$ cat config.mk
export PLATFORM = sky130hd
export DESIGN_NAME = ata_command_and_identify_unit
export DESIGN_NICKNAME = d
export VERILOG_FILES = /design/src/rtl/ata_cmd_pkg.sv /design/src/rtl/ata_command_and_identify_unit.sv
export SDC_FILE = /design/constraint.sdc
export NUM_CORES = 1
export LEC_CHECK = 0
export BUFFER_PORTS_ARGS = -buffer_cell sky130_fd_sc_hd__buf_2
export CAP_MARGIN = 40
export CORE_ASPECT_RATIO = 2
export CORE_MARGIN = 2
export CORE_UTILIZATION = 55
export CTS_CLUSTER_SIZE = 8
export DETAILED_ROUTE_END_ITERATION = 12
export GPL_TIMING_DRIVEN = 0
export PLACE_DENSITY_LB_ADDON = 0.1
export SLEW_MARGIN = 20
export SYNTH_ARGS = -nofsm -noshare
export SYNTH_HDL_FRONTEND = slang
export SYNTH_SLANG_ARGS = --single-unit
$ cat constraint.sdc
create_clock -name mclk -period 3.1 [get_ports mclk]
set_input_delay 0.31 -clock mclk [delete_from_list [all_inputs] [get_ports mclk]]
set_output_delay 0.31 -clock mclk [all_outputs]
set_load 0.05 [all_outputs]
$ cat src/rtl/ata_cmd_pkg.sv
/*
  constants for the ata command and identify unit: register map, opcodes,
  subcommands, identify words and status codes.
  assumes a single 10 MHz clock and an avalon-mm master with waitrequest.
*/
package ata_cmd_pkg;
  localparam int ADDR_W = 4;
  // register word indices (byte address = index * 4)
  localparam logic [ADDR_W-1:0] REG_CMD = 4'h0;
  localparam logic [ADDR_W-1:0] REG_STATUS = 4'h1;
  localparam logic [ADDR_W-1:0] REG_FEATURES = 4'h2;
  localparam logic [ADDR_W-1:0] REG_ID_ADDR = 4'h3;
  localparam logic [ADDR_W-1:0] REG_ID_DATA = 4'h4;
  localparam logic [ADDR_W-1:0] REG_SERIAL = 4'h5;
  localparam logic [ADDR_W-1:0] REG_FWREV = 4'h6;
  localparam logic [ADDR_W-1:0] REG_POWER = 4'h7;

  // command register fields
  localparam int CMD_OP_LSB = 0;
  localparam int CMD_FEAT_LSB = 8;
  localparam int CMD_SEL_LSB = 16;

  // status register bits
  localparam int ST_DONE = 0;
  localparam int ST_ABORT = 1;
  localparam int ST_ID_READY = 2;
  localparam int ST_CLASS_LSB = 4;
  localparam int ST_OP_LSB = 8;

  // feature register bits
  localparam int F_WCACHE = 0;
  localparam int F_APM = 1;
  localparam int F_REVERT = 2;
  localparam int F_SATA_LSB = 3;
  localparam int SATA_FEAT_N = 5;

  // power register bits
  localparam int P_SLEEP_PIN = 0;
  localparam int P_LOW_POWER = 1;

  localparam logic [31:0] RESET_FEATURES = 32'h0000_0005;
  localparam logic [31:0] UNMAPPED_READ = 32'h0000_0000;

  // opcodes
  localparam logic [7:0] OP_READ_DMA = 8'hC8;
  localparam logic [7:0] OP_READ_DMA_NR = 8'hC9;
  localparam logic [7:0] OP_WRITE_DMA_FUA = 8'h3D;
  localparam logic [7:0] OP_READ_NMAX = 8'h27;
  localparam logic [7:0] OP_HEALTH = 8'hB0;
  localparam logic [7:0] OP_SET_MAX = 8'hF9;
  localparam logic [7:0] OP_IDENTIFY = 8'hEC;
  localparam logic [7:0] OP_SET_FEAT = 8'hEF;

  // set-features subcodes
  localparam logic [7:0] SF_WCACHE_ON = 8'h02;
  localparam logic [7:0] SF_XFER_MODE = 8'h03;
  localparam logic [7:0] SF_APM_ON = 8'h05;
  localparam logic [7:0] SF_SATA_ON = 8'h10;
  localparam logic [7:0] SF_LOOKAHEAD_OFF = 8'h55;
  localparam logic [7:0] SF_REVERT_OFF = 8'h66;
  localparam logic [7:0] SF_WCACHE_OFF = 8'h82;
  localparam logic [7:0] SF_APM_OFF = 8'h85;
  localparam logic [7:0] SF_SATA_OFF = 8'h90;
  localparam logic [7:0] SF_LOOKAHEAD_ON = 8'hAA;
  localparam logic [7:0] SF_REVERT_ON = 8'hCC;

  // sata feature selectors, in feature-bit order
  localparam logic [7:0] SEL_DMA_AUTO = 8'h02;
  localparam logic [7:0] SEL_DIPM = 8'h03;
  localparam logic [7:0] SEL_SSP = 8'h06;
  localparam logic [7:0] SEL_AUTO_SLUMBER = 8'h07;
  localparam logic [7:0] SEL_DEVSLP = 8'h09;

  // health subcommands
  localparam logic [7:0] HM_FIRST = 8'hD0;
  localparam logic [7:0] HM_LAST = 8'hDB;
  localparam logic [7:0] HM_HOLE = 8'hD7;
  // set-max subcommands
  localparam logic [7:0] SM_FIRST = 8'h01;
  localparam logic [7:0] SM_LAST = 8'h04;

  // command class reported in status
  typedef enum logic [3:0] {
    CLS_NONE = 4'h0,
    CLS_DMA_READ = 4'h1,
    CLS_DMA_WRITE_FUA = 4'h2,
    CLS_NATIVE_MAX = 4'h3,
    CLS_HEALTH = 4'h4,
    CLS_SET_MAX = 4'h5,
    CLS_IDENTIFY = 4'h6,
    CLS_SET_FEAT = 4'h7,
    CLS_OTHER = 4'h8
  } cmd_class_e;

  // identify sector
  localparam int ID_WORDS = 256;
  localparam int ID_AW = 8;
  localparam int SERIAL_FIRST = 10;
  localparam int SERIAL_LAST = 19;
  localparam int FWREV_FIRST = 23;
  localparam int FWREV_LAST = 26;
  localparam logic [15:0] ID_W47 = 16'h8010;
  localparam logic [15:0] ID_W48 = 16'h4000;
  localparam logic [15:0] ID_W53 = 16'h0007;
  localparam logic [15:0] ID_W59 = 16'h5D10;
  localparam logic [15:0] ID_W63 = 16'h0407;
  localparam logic [15:0] ID_CYCLE = 16'h0078;
  localparam logic [15:0] ID_W69 = 16'h1D00;
  localparam logic [15:0] ID_W93 = 16'h0000;
  localparam logic [15:0] ID_ZERO = 16'h0000;
endpackage

$ cat src/rtl/ata_command_and_identify_unit.sv
/*
  ata command decoder, set-features state and identify sector source,
  reached over an avalon-mm slave with waitrequest.
  assumes one 10 MHz clock, synchronous reset and an asynchronous
  device-sleep pin that is synchronised here.
*/
// Implementation choices: the placing of the registers and the Avalon-MM register port.
// What this block does
// [RL1] sleep pin high requests low power state
// [RL2] identify opcode yields 256-word identification sector
// [RL3] word 47 reads fixed 8010h
// [RL4] word 59 reads fixed 5D10h
// [RL5] word 53 reads fixed 0007h
// [RL6] word 63 reads fixed 0407h
// [RL7] words 65 and 66 read 0078h
// [RL8] words 67 and 68 read 0078h
// [RL9] word 69 reads fixed 1D00h
// [RL10] word 48 reads fixed 4000h
// [RL11] words 10 to 19 hold serial number
// [RL12] words 23 to 26 hold firmware revision
// [RL13] sata selectors 02h, 06h switch auto-activate, preservation
// [RL14] sata selectors 03h, 07h, 09h switch power features
// [RL15] subcodes 02h/82h switch write cache
// [RL16] subcodes 05h/85h switch power management
// [RL17] subcodes 66h/CCh switch reverting to defaults
// [RL18] health opcode decodes subcommands D0h to DBh, less D7h
// [RL19] set-max accepts subcommands 01h to 04h
// [RL20] C9h handled as ordinary dma read
// [RL21] 3Dh accepted as forced-unit-access dma write
// [RL22] 27h returns native maximum address; here 27h only completes with class CLS_NATIVE_MAX and no address is returned
// [RL23] unsupported opcode or subcommand completes aborted
// [RL24] word 93 reads zero
`timescale 1ns/100ps
module ata_command_and_identify_unit #(
  parameter logic [159:0] SERIAL_TEXT = {20{8'h30}},
  parameter logic [63:0] FWREV_TEXT = {8{8'h31}}
) (
  input wire logic mclk,
  input wire logic rst,
  input wire logic [ata_cmd_pkg::ADDR_W-1:0] address,
  input wire logic read,
  input wire logic write,
  input wire logic [31:0] writedata,
  input wire logic [3:0] byteenable,
  output logic [31:0] readdata,
  output logic waitrequest,
  input wire logic dev_sleep,
  output logic low_power,
  output logic cmd_done,
  output logic cmd_abort,
  output logic [3:0] cmd_class
);
  import ata_cmd_pkg::*;

  logic [2:0] sleep_sync;
  logic sleep_level;
  logic [31:0] features;
  logic [7:0] id_addr;
  logic [15:0] id_word;
  logic id_ready;
  logic [7:0] last_op;
  logic [31:0] serial_sel;
  logic [31:0] fwrev_sel;
  logic ack;

  // true when a subcommand lies inside the health range, less the hole
  function automatic logic health_ok(input logic [7:0] sub);
    health_ok = (sub >= HM_FIRST) && (sub <= HM_LAST) && (sub != HM_HOLE);
  endfunction

  // maps a sata selector to its feature bit, or none
  function automatic logic [SATA_FEAT_N-1:0] sata_bit(input logic [7:0] sel);
    unique case (sel)
      SEL_DMA_AUTO: sata_bit = 5'h01;
      SEL_DIPM: sata_bit = 5'h02;
      SEL_SSP: sata_bit = 5'h04;
      SEL_AUTO_SLUMBER: sata_bit = 5'h08;
      SEL_DEVSLP: sata_bit = 5'h10;
      default: sata_bit = 5'h00;
    endcase
  endfunction

  // identify word table
  function automatic logic [15:0] id_lookup(input logic [7:0] w);
    int i;
    i = int'(w);
    id_lookup = ID_ZERO;
    if (i >= SERIAL_FIRST && i <= SERIAL_LAST) begin
      id_lookup = SERIAL_TEXT[159 - 16*(i-SERIAL_FIRST) -: 16]; // [RL11]
    end else if (i >= FWREV_FIRST && i <= FWREV_LAST) begin
      id_lookup = FWREV_TEXT[63 - 16*(i-FWREV_FIRST) -: 16]; // [RL12]
    end else begin
      unique case (i)
        47: id_lookup = ID_W47; // [RL3]
        48: id_lookup = ID_W48; // [RL10]
        53: id_lookup = ID_W53; // [RL5]
        59: id_lookup = ID_W59; // [RL4]
        63: id_lookup = ID_W63; // [RL6]
        65, 66: id_lookup = ID_CYCLE; // [RL7]
        67, 68: id_lookup = ID_CYCLE; // [RL8]
        69: id_lookup = ID_W69; // [RL9]
        93: id_lookup = ID_W93; // [RL24]
        default: id_lookup = ID_ZERO;
      endcase
    end
  endfunction

  // command decode
  logic [7:0] c_op;
  logic [7:0] c_feat;
  logic [7:0] c_sel;
  logic c_ok;
  cmd_class_e c_cls;
  logic cmd_wr;
  assign c_op = writedata[CMD_OP_LSB +: 8];
  assign c_feat = writedata[CMD_FEAT_LSB +: 8];
  assign c_sel = writedata[CMD_SEL_LSB +: 8];
  assign cmd_wr = write && ack && address == REG_CMD;

  always_comb begin
    c_ok = 1'b0;
    c_cls = CLS_OTHER;
    unique case (c_op)
      OP_READ_DMA, OP_READ_DMA_NR: begin
        c_ok = 1'b1; // [RL20]
        c_cls = CLS_DMA_READ;
      end
      OP_WRITE_DMA_FUA: begin
        c_ok = 1'b1; // [RL21]
        c_cls = CLS_DMA_WRITE_FUA;
      end
      OP_READ_NMAX: begin
        c_ok = 1'b1; // [RL22]
        c_cls = CLS_NATIVE_MAX;
      end
      OP_HEALTH: begin
        c_ok = health_ok(c_feat); // [RL18]
        c_cls = CLS_HEALTH;
      end
      OP_SET_MAX: begin
        c_ok = (c_feat >= SM_FIRST) && (c_feat <= SM_LAST); // [RL19]
        c_cls = CLS_SET_MAX;
      end
      OP_IDENTIFY: begin
        c_ok = 1'b1; // [RL2]
        c_cls = CLS_IDENTIFY;
      end
      OP_SET_FEAT: begin
        c_cls = CLS_SET_FEAT;
        unique case (c_feat)
          SF_WCACHE_ON, SF_WCACHE_OFF, SF_APM_ON, SF_APM_OFF,
          SF_REVERT_OFF, SF_REVERT_ON, SF_XFER_MODE,
          SF_LOOKAHEAD_ON, SF_LOOKAHEAD_OFF: c_ok = 1'b1;
          SF_SATA_ON, SF_SATA_OFF: c_ok = sata_bit(c_sel) != '0;
          default: c_ok = 1'b0;
        endcase
      end
      default: begin
        c_ok = 1'b0; // [RL23]
        c_cls = CLS_NONE;
      end
    endcase
  end

  // bus: one wait cycle on every access, answered in the next
  always_ff @(posedge mclk) begin
    if (rst) begin
      ack <= 1'b0;
    end else begin
      ack <= (read || write) && !ack;
    end
  end
  assign waitrequest = (read || write) && !ack;

  // completion status of the last command
  always_ff @(posedge mclk) begin
    if (rst) begin
      cmd_done <= 1'b0;
      cmd_abort <= 1'b0;
      cmd_class <= CLS_NONE;
      last_op <= 8'h00;
    end else if (cmd_wr) begin
      cmd_done <= 1'b1;
      cmd_abort <= !c_ok; // [RL23]
      cmd_class <= c_cls;
      last_op <= c_op;
    end
  end

  // set-features state, written only by accepted commands
  always_ff @(posedge mclk) begin
    if (rst) begin
      features <= RESET_FEATURES;
    end else if (cmd_wr && c_ok && c_op == OP_SET_FEAT) begin
      unique case (c_feat)
        SF_WCACHE_ON: features[F_WCACHE] <= 1'b1; // [RL15]
        SF_WCACHE_OFF: features[F_WCACHE] <= 1'b0; // [RL15]
        SF_APM_ON: features[F_APM] <= 1'b1; // [RL16]
        SF_APM_OFF: features[F_APM] <= 1'b0; // [RL16]
        SF_REVERT_OFF: features[F_REVERT] <= 1'b0; // [RL17]
        SF_REVERT_ON: features[F_REVERT] <= 1'b1; // [RL17]
        SF_SATA_ON: features[F_SATA_LSB +: SATA_FEAT_N] <=
          features[F_SATA_LSB +: SATA_FEAT_N] | sata_bit(c_sel); // [RL13] [RL14]
        SF_SATA_OFF: features[F_SATA_LSB +: SATA_FEAT_N] <=
          features[F_SATA_LSB +: SATA_FEAT_N] & ~sata_bit(c_sel); // [RL13] [RL14]
        default: features <= features;
      endcase
    end
  end

  // identify sector pointer; an identify command rewinds it
  always_ff @(posedge mclk) begin
    if (rst) begin
      id_addr <= 8'h00;
      id_ready <= 1'b0;
    end else if (cmd_wr && c_op == OP_IDENTIFY) begin
      id_addr <= 8'h00; // [RL2]
      id_ready <= 1'b1;
    end else if (write && ack && address == REG_ID_ADDR) begin
      id_addr <= writedata[ID_AW-1:0];
    end else if (read && ack && address == REG_ID_DATA && id_ready) begin
      id_addr <= id_addr + 8'h01;
      if (id_addr == 8'(ID_WORDS-1)) begin
        id_ready <= 1'b0;
      end
    end
  end

  always_ff @(posedge mclk) begin
    if (rst) begin
      id_word <= ID_ZERO;
    end else begin
      id_word <= id_lookup(id_addr);
    end
  end

  // device-sleep pin: three stages, change counts when last two agree
  always_ff @(posedge mclk) begin
    if (rst) begin
      sleep_sync <= 3'h0;
      sleep_level <= 1'b0;
    end else begin
      sleep_sync <= {sleep_sync[1:0], dev_sleep};
      if (sleep_sync[2] == sleep_sync[1]) begin
        sleep_level <= sleep_sync[1];
      end
    end
  end

  // low power follows the pin when device sleep is enabled
  always_ff @(posedge mclk) begin
    if (rst) begin
      low_power <= 1'b0;
    end else begin
      low_power <= sleep_level && features[F_SATA_LSB + SATA_FEAT_N - 1]; // [RL1]
    end
  end

  assign serial_sel = {24'h000000, 8'(id_addr)};
  assign fwrev_sel = 32'h0000_0000;

  // read data
  always_ff @(posedge mclk) begin
    if (rst) begin
      readdata <= UNMAPPED_READ;
    end else if (read && !ack) begin
      unique case (address)
        REG_CMD: readdata <= {24'h000000, last_op};
        REG_STATUS: readdata <= {16'h0000, last_op, cmd_class,
          1'b0, id_ready, cmd_abort, cmd_done};
        REG_FEATURES: readdata <= features;
        REG_ID_ADDR: readdata <= serial_sel;
        REG_ID_DATA: readdata <= {16'h0000, id_lookup(id_addr)};
        REG_SERIAL: readdata <= {16'h0000, id_word};
        REG_FWREV: readdata <= fwrev_sel;
        REG_POWER: readdata <= {30'h0, low_power, sleep_level};
        default: readdata <= UNMAPPED_READ;
      endcase
    end
  end
endmodule

### Word level (Yosys, flattened, before mapping)

Cells that the tools add are included.

* register bits after elaboration: 85
* bits of input ports: 45
* output and inout port bits: 40
* logic and storage cells: 144

* add/sub/neg operators: 5
* magnitude comparators: 8
* eq/ne operators: 44
* shifts and indexed selects: 2
* muxes and demuxes: 26
* bitwise logic cells: 3
* reduce and logical (&&, ||, !) cells: 40

Operators with widths (number)
* $pmux W16 S7: 2
* $shiftx A175 B14 Y16 const A: 1
* $eq A8 B8 Y1 const B: 12
* $shiftx A79 B14 Y16 const A: 1
* $eq A8 B6 Y1 const B: 7
* $eq A8 B7 Y1 const B: 7
* $mux W5: 8
* $eq A8 B2 Y1 const B: 4
* $mux W16: 2
* $pmux W5 S5: 1
* $eq A8 B3 Y1 const B: 3
* $pmux W3 S7: 1
* $logic_and A1 B1 Y1: 17
* $le A8 B5 Y1 const B: 2
* $mux W8: 2
* $reduce_bool A2 Y1: 7
* $sub A7 B13 Y14 const A: 1
* $sub A9 B13 Y14 const A: 1
* $eq A4 B3 Y1 const B: 3
* $pmux W5 S2: 1
* $reduce_or A9 Y1: 1
* $sub A8 B4 Y9 const B: 1
* $sub A8 B5 Y9 const B: 1
* $add A8 B1 Y8 const B: 1
* 28 further kinds: 41

### Longest topological paths before layout

* depth in word-level cells: 14
* depth in mapped cells: 12
* mapped depth without buffers: 11

### Least setup slack after synthesis

No wires, ideal clock.

* path type: reg2reg
* from: register id_addr[1]
* to: register readdata[4]
* setup time: 137 ps
* arrival time: 2163 ps
* required time: 2963 ps
* setup slack: 801 ps
* cell stages (with the launch flop): 10
* path buffers: 2
* period minus slack after synthesis: 2299 ps
* path through: dfxtp_1 ha_1 buf_4 a21oi_1 a2111oi_0 o21ai_1 and3_1 buf_2 nor4_1 o22ai_1

* word-level cells in the longest chain between the ends: 6
* elaborated cells between the ends (all ways): 27
* classes of those cells: add/sub: 4; order compare: 4; eq/ne: 10; shift: 2; mux: 4; reduce/logical: 3

Ends and longest elaborated chain
* from (decl): line ata_command_and_identify_unit.sv:58 `logic [7:0] id_addr;`
* from (signal assigned): line ata_command_and_identify_unit.sv:220 `id_addr <= writedata[ID_AW-1:0];`
* from (signal assigned): line ata_command_and_identify_unit.sv:222 `id_addr <= id_addr + 8'h01;`
* $sub A8 B5 Y9 or $eq A8 B7 Y1 (tied branches): line ata_command_and_identify_unit.sv:91, ata_command_and_identify_unit.sv:93
* $sub A7 B13 Y14 or $reduce_or A4 Y1 (tied branches)
* $shiftx A79 B14 Y16 or $pmux W16 S7 (tied branches): line ata_command_and_identify_unit.sv:91, ata_command_and_identify_unit.sv:93
* $mux W16
* $mux W16 (*)
* $pmux W16 S7 (*): line ata_command_and_identify_unit.sv:267 `unique case (address)`
* to (signal assigned): line ata_command_and_identify_unit.sv:268 `REG_CMD: readdata <= {24'h000000, last_op};`
* to (signal assigned): line ata_command_and_identify_unit.sv:269 `REG_STATUS: readdata <= {16'h0000, last_op, cmd_class,`
* to (signal assigned): line ata_command_and_identify_unit.sv:271 `REG_FEATURES: readdata <= features;`
* to (decl): line ata_command_and_identify_unit.sv:45 `output logic [31:0] readdata,`

Mark *: on every way between the ends. The rest lies on a longest branch, timed or not.
A chain may end at the register's enable or synchronous reset.

### Worst setup path in the final report

Ends and elaborated chain as after synthesis.

==> flow_summary.json <==
{
  "status": "completed",
  "power_density_mw_per_mm2": 461.6,
  "num_antenna_cells": 0,
  "yosysUniqueCellTypes": 66,
  "grt-ovfl-total": 0,
  "synth.area.top_cells": "dfxtp_1 33%, nor2_1 6.8%, a21oi_1 6.0%",
  "grtUsageMet2_pct": 53.52,
  "setup_tns_ns": 0,
  "synth_top_area_cell": "dfxtp_1",
  "totalPowerFinal_w": 0.002133,
  "syn_area_mm2": 0.003855,
  "netlist_instances": 484,
  "routed_wl_um": 11310,
  "holdCritStartpoint": "dev_sleep",
  "grt_pass1_vias": 3546,
  "post_cts_resized": 0,
  "clk_pin_slew_ns": 0.06,
  "via_per_inst": 5.983,
  "rsz0062_at_grt": "no",
  "grt_max_degree": 13,
  "syn_to_final_growth_pct": 19.86,
  "layout_min_cycle_time_ns": 2.847,
  "worstSetupEndpointType": "flop",
  "fmax_mhz": 351.3,
  "internal_power_w": 0.001597,
  "worstSetupPathType": "flop to flop",
  "fin_ws_ns": 0.2531,
  "yosysWarnings": 0,
  "synth-edff-count": 0,
  "final_antenna_net_count": 0,
  "ys_seq_area_share_pct": 33.24,
  "synth_compound_area_share_pct": 24.21,
  "die_h_um": 122.4,
  "startpoint_type": "flop",
  "drcViolationCount": 0,
  "use_met3_pct": 5.041,
  "worst_slew_pin_slew_ns": 0.6895,
  "synth_xor_area_share_pct": 1.818,
  "first_pass_iters": 7,
  "setup_viol": 0,
  "max_slew_margin_pct": 54.04,
  "initial_core_util_pct": 55.98,
  "crit_chain": "ha_1 > buf_4 > a21oi_1 > a2111oi_0 > o21ai_1 > and3_1 > buf_2 > nor4_2 > o22ai_1",
  "die-area_mm2": 0.007735,
  "final_cell_mix": "70 x nor2_1, 64 x dfxtp_1, 61 x buf_2",
  "dp_hpwl_um": 8639,
  "gp_congestion": 0.9761,
  "synthAdderAreaFrac_pct": 4.219,
  "cts_tree": "done",
  "use_met1_pct": 32.05,
  "grt_pass1_wl_um": 17480,
  "synth_top_area_share_pct": 33.24,
  "worstPathMaxFanout": 10,
  "crit_path_start": "id_addr[1]",
  "yosys-mux-area-fraction_pct": 4.252,
  "row_count": 43,
  "slowest_stage": "dfxtp_1",
  "switchingPower_w": 0.0005360,
  "clock_latency_ns": 0.34,
  "skew_ns": 0.007211,
  "irDropWorstVdd_mv": 0.3306,
  "maxCapViolations": 0,
  "die_w_um": 63.20,
  "seqPwrFrac_pct": 39.0,
  "final_common_cell": "nor2_1",
  "drtIter0Drc": 379,
  "clockBufferDepth": 2,
  "timing.rr.start": "id_addr[1]",
  "cts_hold_buffers": 0,
  "period_share_pct": 91.83,
  "combPwrFrac_pct": 10.1,
  "nFillCells": 663,
  "fin_nets": 622,
  "async_flop_share_pct": 0,
  "hp-class": "input pin to flop",
  "synth_ff_type": "dfxtp_1",
  "hold_violations": 0,
  "via_count": 3943,
  "cp.arrival_ns": 3.04,
  "root_buffer": "clkbuf_16",
  "pin_count": 85,
  "power_frac_clock_pct": 50.9,
  "track_usage_pct": 29.21,
  "switching_share_pct": 25.13,
  "grt_antenna_before_repair": 0,
  "grt.busiest_layer": "met2",
  "avgSynthCellArea_um2": 7.965,
  "drive_gt1_share_pct": 20.56,
  "maxSlewViolCount": 0,
  "cp.required_ns": 3.30,
  "cts_setup_buffers": 0,
  "htree_levels": 3,
  "synth_top_family_by_area": "simple AND/OR/NAND/NOR gates",
  "synth-seq-cells": 64,
  "cpPeakStageDelay_ns": 0.62,
  "cts_sinks": 64,
  "routedWlPerCell_um": 17.17,
  "numCtsBuffers": 9,
  "io_buffers": 50,
  "p_leak_nw": 1.748,
  "holdWs_ns": 0.1917,
  "dp_slack_ns": 0.08091,
  "core_area_mm2": 0.006887,
  "yosys.area_share.simple_pct": 25.09
}
## metal layers
layer | routed length (um) | share of wire [%]
met3 | 683 | 6.0
met4 | 386 | 3.4
met2 | 5964 | 53
met1 | 4277 | 38
met5 | 0 | 0
## worst paths after layout
check	endpoint	slack [ns]	cells past startpoint
setup reg to reg	readdata[4]	0.25	9
setup / recovery	readdata[4]	0.25	9
hold / removal	sleep_sync[0]	0.19	2
hold reg to reg	sleep_sync[1]	0.44	1
## power groups by stage
| stage | sequential [W] | clock (W) | combinational [W] |
|---|---|---|---|
| after global placement | 0.000849 | 0 | 0.000209 |
| final | 0.000832 | 0.00109 | 0.000215 |
| after CTS | 0.000831 | 0.00109 | 0.000211 |
| after global routing | 0.000832 | 0.00113 | 0.000229 |
| after floorplan | 0.000850 | 0 | 0.000147 |
| after detailed placement | 0.000849 | 0 | 0.000211 |
## critical path: cells and delay by family, from the launching register on
kind | cells | cell delay [ns]
buf+inv | 2 | 0.34
flops | 1 | 0.62
fa+ha+maj | 1 | 0.23
compound gates | 4 | 0.84
simple gates | 2 | 0.67
## flip-flops by register name, indices dropped and copies added, names as in the netlist, 3 cells and up
| name | flops |
|---|---|
| cmd_class | 3 |
| features | 8 |
| readdata | 16 |
| id_word | 12 |
| sleep_sync | 3 |
| id_addr | 8 |
| last_op | 8 |
## per-stage QoR
stage / area (um2) / util [%] / cells
2_1_floorplan: 3915 / - / 500
3_3_place_gp: 4278 / 62.12 / 640
5_1_grt: 4621 / 67.10 / 659
3_5_place_dp: 4288 / 62.26 / 642
4_1_cts: 4609 / 66.93 / 658
6_report: 4621 / 67.10 / 659
## cell families after synthesis
family | Yosys count
adder cells (fa/ha/maj) | 13
multiplexers | 11
buffers and inverters | 52
other | 1
flip-flops | 64
AND/OR/NAND/NOR | 203
AO/OA/AOI/OAI | 132
XOR/XNOR | 8
## cell usage after synthesis, types with 2 or more instances
cell type	number
and3_1	4
buf_1	2
nor4b_1	2
o31ai_2	2
inv_1	7
a22oi_1	11
nand3b_1	3
o21ai_2	2
o31ai_1	3
dfxtp_1	64
a221oi_1	5
nor4bb_1	2
a211o_1	2
buf_2	8
ha_1	13
xnor2_1	6
nand3_1	9
a21oi_1	46
o22ai_1	2
buf_4	18
nand2b_1	10
clkbuf_1	17
or2_0	2
nor2b_1	12
mux2i_1	4
nand4_1	7
xor2_1	2
a311oi_1	4
o21ai_1	2
a222oi_1	7
nand2_1	51
o21ai_0	15
o21bai_1	2
a211oi_1	7
a22o_1	2
mux4_2	4
nor3_1	16
nor2_1	70
a21o_1	2
and2_1	3
mux2_2	3
a31oi_1	2
a31o_2	2
nor4_1	5
## layout make-up
class	instances	area [um2]	area share (%)
plain buffers	45	246.5	5.334
flip-flops and latches	64	1281	27.73
multi-input cells	384	2367	51.23
clock inverters	6	92.59	2.004
well taps	90	112.6	2.437
repair buffers	53	265.3	5.741
inverters	7	26.28	0.5686
clock buffers	10	229.0	4.955
No activity file was read; power rests on OpenSTA's default activity.
